$ cat src/hdl/pmd_pkg.sv
package pmd_pkg;

  localparam int DataWidth = 16;
  localparam int AddrWidth = 4;

  // register indices (word addressed plain port)
  localparam logic [3:0] DisableRegAddr = 4'h0;
  localparam logic [3:0] StatusRegAddr = 4'h1;

  // bit positions in the disable register
  localparam int TimerBBit = 12;
  localparam int TimerABit = 11;
  localparam int PulseBit = 9;
  localparam int TwoWireBit = 7;
  localparam int SerialBit = 5;

  localparam logic [15:0] ImplMask = 16'h1AA0;
  localparam logic [15:0] DisableReset = 16'h0000;

  typedef struct packed {
    logic [3:0] addr;
    logic [15:0] wdata;
    logic wr;
    logic rd;
  } reg_req_t;

  typedef struct packed {
    logic timerBOff;
    logic timerAOff;
    logic pulseUnitOff;
    logic twoWireUnitOff;
    logic serialPortOff;
  } off_vec_t;

endpackage
$ cat src/hdl/off_bit.sv
module off_bit (
  // clock and reset
  input wire logic clk_sys,
  input wire logic srst,
  // control
  input wire logic load,
  input wire logic dIn,
  // state
  output logic q
);

  logic bit_r;
  logic bit_nxt;

  always_comb begin
    bit_nxt = bit_r;
    if (load) begin
      bit_nxt = dIn;
    end
  end

  always_ff @(posedge clk_sys) begin
    if (srst) begin
      bit_r <= 1'h0;
    end else begin
      bit_r <= bit_nxt;
    end
  end

  assign q = bit_r;

endmodule

$ cat src/hdl/peripheral_module_disable.sv
// Implementation choices: the address-and-strobe port and the register offsets.
module peripheral_module_disable #(
  parameter int DataWidth = pmd_pkg::DataWidth
) (
  // clock and reset
  input wire logic clk_sys,
  input wire logic srst,
  // register port
  input wire logic [3:0] regAddr,
  input wire logic [15:0] regWdata,
  input wire logic regWr,
  input wire logic regRd,
  output logic [15:0] regRdata,
  // peripheral disables
  output pmd_pkg::off_vec_t offVec
);

  localparam int NumBits = 5;
  localparam int BitPos [NumBits] = '{
    pmd_pkg::TimerBBit, pmd_pkg::TimerABit, pmd_pkg::PulseBit,
    pmd_pkg::TwoWireBit, pmd_pkg::SerialBit};

  // refuse parameters the fixed register map cannot serve
  if (DataWidth != 16) begin : gBadWidth
    $error("only a 16-bit data width is supported");
  end

  for (genvar ci = 0; ci < NumBits; ci++) begin : gPosCheck
    if (BitPos[ci] >= DataWidth) begin : gBadPos
      $error("disable bit lies outside the data word");
    end else if (!pmd_pkg::ImplMask[BitPos[ci]]) begin : gBadMask
      $error("disable bit missing from the implemented mask");
    end
  end

  if ($countones(pmd_pkg::ImplMask) != NumBits) begin : gBadCount
    $error("implemented mask and disable bits disagree");
  end

  pmd_pkg::reg_req_t req;
  logic [NumBits-1:0] offBits;
  logic [15:0] disableView;
  logic ldDisable;
  logic [15:0] rdata_r;
  logic [15:0] rdata_nxt;

  assign req = '{addr: regAddr, wdata: regWdata, wr: regWr, rd: regRd};
  assign ldDisable = req.wr && (req.addr == pmd_pkg::DisableRegAddr);

  genvar gi;
  generate
    for (gi = 0; gi < NumBits; gi++) begin : gBits
      off_bit uBit (
        .clk_sys(clk_sys),
        .srst(srst),
        .load(ldDisable),
        .dIn(req.wdata[BitPos[gi]]),
        .q(offBits[gi])
      );
    end
  endgenerate

  always_comb begin
    disableView = 16'h0000;
    for (int i = 0; i < NumBits; i++) begin
      disableView[BitPos[i]] = offBits[i];
    end
  end

  // status mirrors whether any unit is held off in bit 0
  always_comb begin
    rdata_nxt = 16'h0000;
    if (req.rd) begin
      case (req.addr)
        pmd_pkg::DisableRegAddr: rdata_nxt = disableView & pmd_pkg::ImplMask;
        pmd_pkg::StatusRegAddr: rdata_nxt = {15'h0000, |offBits};
        default: rdata_nxt = 16'h0000;
      endcase
    end
  end

  always_ff @(posedge clk_sys) begin
    if (srst) begin
      rdata_r <= 16'h0000;
    end else begin
      rdata_r <= rdata_nxt;
    end
  end

  assign regRdata = rdata_r;
  assign offVec = '{timerBOff: offBits[0], timerAOff: offBits[1],
    pulseUnitOff: offBits[2], twoWireUnitOff: offBits[3],
    serialPortOff: offBits[4]};
endmodule

$ cat config.mk
export PLATFORM = sky130hd
export DESIGN_NAME = peripheral_module_disable
export DESIGN_NICKNAME = d
export VERILOG_FILES = /design/src/hdl/pmd_pkg.sv /design/src/hdl/off_bit.sv /design/src/hdl/peripheral_module_disable.sv
export SDC_FILE = /design/constraint.sdc
export NUM_CORES = 1
export LEC_CHECK = 0
export ABC_AREA = 1
export BUFFER_PORTS_ARGS = -buffer_cell sky130_fd_sc_hd__buf_2
export CAP_MARGIN = 0
export CORE_UTILIZATION = 34
export DETAILED_ROUTE_END_ITERATION = 7
export HOLD_SLACK_MARGIN = 0.15
export PLACE_DENSITY = 0.82
export SLEW_MARGIN = 20
export SYNTH_ARGS = -nofsm -noshare
export SYNTH_HDL_FRONTEND = slang
export SYNTH_SLANG_ARGS = --single-unit
$ cat constraint.sdc
create_clock -name clk_sys -period 0.8 [get_ports clk_sys]
set_input_delay 0.08 -clock clk_sys [delete_from_list [all_inputs] [get_ports clk_sys]]
set_output_delay 0.08 -clock clk_sys [all_outputs]
set_load 0.02 [all_outputs]
==> metrics.yaml <==
outcome:
  status: "complete, but fails checks"
  violations: "design-rule violations, negative setup slack"
critical_path:
  r2r_cells: 3
  r2r_end: "regRdata[0]"
  critPathTopFamily: "flip-flops"
  required_ps: 720
  crit_type: "reg -> out"
  critPathSlowestCell: "dfxtp_2"
  crit_path_end: "offVec[0]"
  startpoint_type: "flip-flop"
  crit_buf_inv: 1
  cp-end-kind: "output pin"
  cp_cell_sequence: "buf_6"
  startpoint: "gBits[4].uBit.q"
  rr_startpoint: "gBits[4].uBit.q"
  r2r_slack_ps: -4
  crit_fanout: 2
  crit_arrival_ps: 720
  crit_cells: 1
  max_stage_delay_ps: 350
cts:
  numCtsBuffers: 3
  cts_root_buf: "clkbuf_4"
  htree_num_levels: 1
  path_clk_slew_ps: 60
  cts_max_path_buffers: 2
  cts_num_sinks: 11
  cts_tree: "built"
  clock_latency_ps: 260
  hold_buffers: 1
yosys:
  synthCells: 78
  synth.cell_area_um2: 584
  synth_most_common_cell: "inv_1"
  ys.warnings.count: 0
  synth-compound-area-share: 0
  yosysTopAreaCell: "dfxtp_1"
  synth_xor_area_frac: 0
  yosys-top-cells-count: "16 x inv_1, 15 x buf_4, 11 x dfxtp_1"
  synth.area.top_cells: "dfxtp_1 38%, buf_4 19%, inv_1 10%"
  synthArstFlopShare: 0
  yosysUniqueCellTypes: 12
  synth_top_family_by_area: "simple AND/OR/NAND/NOR gates"
  avgSynthCellArea_um2: 7.49
  synth_edf_count: 0
  synthFlopType: "dfxtp_1"
  yosys-mux-area-fraction: 0
  ys_seq_area_frac: 0.377
  synth_adder_area_share: 0
  synth_seq_cells: 11
  synth_top_area_share: 0.377
  yosys.area_share.simple: 0.321
route:
  firstDrtPassIters: 6
  drc: 6
  drt-vias-per-instance: 4.24
  wirelength_mm: 1.05
  num_vias: 505
  postRouteAntennaNets: 0
  drt-initial-drc-count: 11
  post_drt_wl_per_cell_um: 8.82
timing:
  period_share: 1.00
  setup_viol: 2
  max_freq_mhz: 1240
  worst_slack_ps: -3.91
  finClkSkew_ps: 0.491
  hold_viol: 0
  slew_violations: 0
  rsz0062_at_grt: "yes"
  period_minus_slack_ps: 804
min_path:
  hold_path.class: "in -> reg"
  hold_start: "regAddr[1]"
cells_and_area:
  syn_to_final_growth_pct: 35.8
  layout.nets: 128
  diodes: 0
  finalNonFillerCells: 119
  drive_above_1_share: 0.466
  utilization: 0.509
floorplanning:
  io_pins: 45
  core_area_um2: 1560
  dieArea_um2: 1890
  row_count: 14
  initial_core_util: 0.375
  die_h_um: 43.5
  die_w_um: 43.5
global_route:
  grt_util_all_layers: 0.124
  grt_pass1_vias: 411
  gr-total-overflow: 0
  antenna_found_initial: 0
  grt_max_degree: 9
  grt_pass1_wl_mm: 1.70
place:
  place_ws_ps: -2.50
  dp_hpwl_um: 796
  dp_cells: 112
  gp_congestion: 0.825
  io_buffers: 23
pwr:
  vdd_drop_max_mv: 0.509
  power_per_cell_area_nw_per_um2: 1390
  p_leak_nw: 0.411
run:
  maxCapViolCount: 0
[final cells by class]
class                           instances  area [um^2]
Multi-Input combinational cell         45          240
Inverter                               16         62.6
Fill cell                             163          766
Clock buffer                            4         26.3
Timing Repair Buffer                   27          213
Tap cell                               16         20.0
Sequential cell                        11          231
[where the power goes]
| group | leakage (nW) | switching (mW) | total [mW] | internal (mW) |
|---|---|---|---|---|
| logic | 0.302 | 0.120 | 0.184 | 0.0641 |
| clock network | 0.0150 | 0.170 | 0.363 | 0.193 |
| registers | 0.0933 | 0.00410 | 0.558 | 0.554 |
| total | 0.411 | 0.294 | 1.11 | 0.811 |
[worst min-delay path by stage]
stage	to	slack (ps)	cells after the start
floorplan	regRdata[0]	220	2
global placement	regRdata[0]	370	3
detailed placement	regRdata[0]	370	3
CTS	regRdata[0]	110	4
global route	regRdata[7]	130	3
finish	regRdata[0]	110	4
[cells in the final DEF (no fill, tap or decap)]
master         instances
dfxtp_1                2
nand3_2                1
nand2_2                2
nand4_1                5
nand3_4                1
dlygate4sd3_1          1
clkbuf_1               1
nor3_2                 2
buf_6                 10
buf_2                 12
inv_1                 14
inv_4                  1
nand3_1                1
buf_4                  4
nor2_1                 7
nor2_4                 2
conb_1                10
inv_2                  1
clkbuf_4               3
nor3_1                 4
dfxtp_2                9
nand2_1               10
[timing repair]
| action | in CTS | in global routing |
|---|---|---|
| setup endpoints to repair | 8 | 15 |
| gates resized for setup | 18 | 18 |
| hold endpoints to repair | 8 | 6 |
| setup buffers | 2 | 0 |
[registers in the layout (all words and copies together), names as in the netlist]
| register | cells |
|---|---|
| regRdata | 6 |
| gBits.uBit.q | 5 |
[layer usage]
metal | GRT usage | share of wire | wire, um
met1 | 0.176 | 0.42 | 442
met2 | 0.170 | 0.47 | 496
met3 | 0.0250 | 0.086 | 90
met4 | 0.0750 | 0.020 | 21
met5 | 0 | 0 | 0
[through the flow]
stage	total power, mW	hold slack (ps)	setup TNS (ps)	area (um^2)
floorplan	0.718	224	0	618
global placement	0.731	369	0	648
detailed placement	0.732	374	-3.00	648
CTS	1.11	114	-6.40	744
global route	1.17	128	-135	793
finish	1.11	110	-5.52	793
[cells by family (layout without fill, tap and decap cells)]
kind of cell,after synthesis,in the layout
buf+inv,31,47
flops,11,11
other cells,1,10
simple gates,35,35
(Power assumes the default switching activity.)
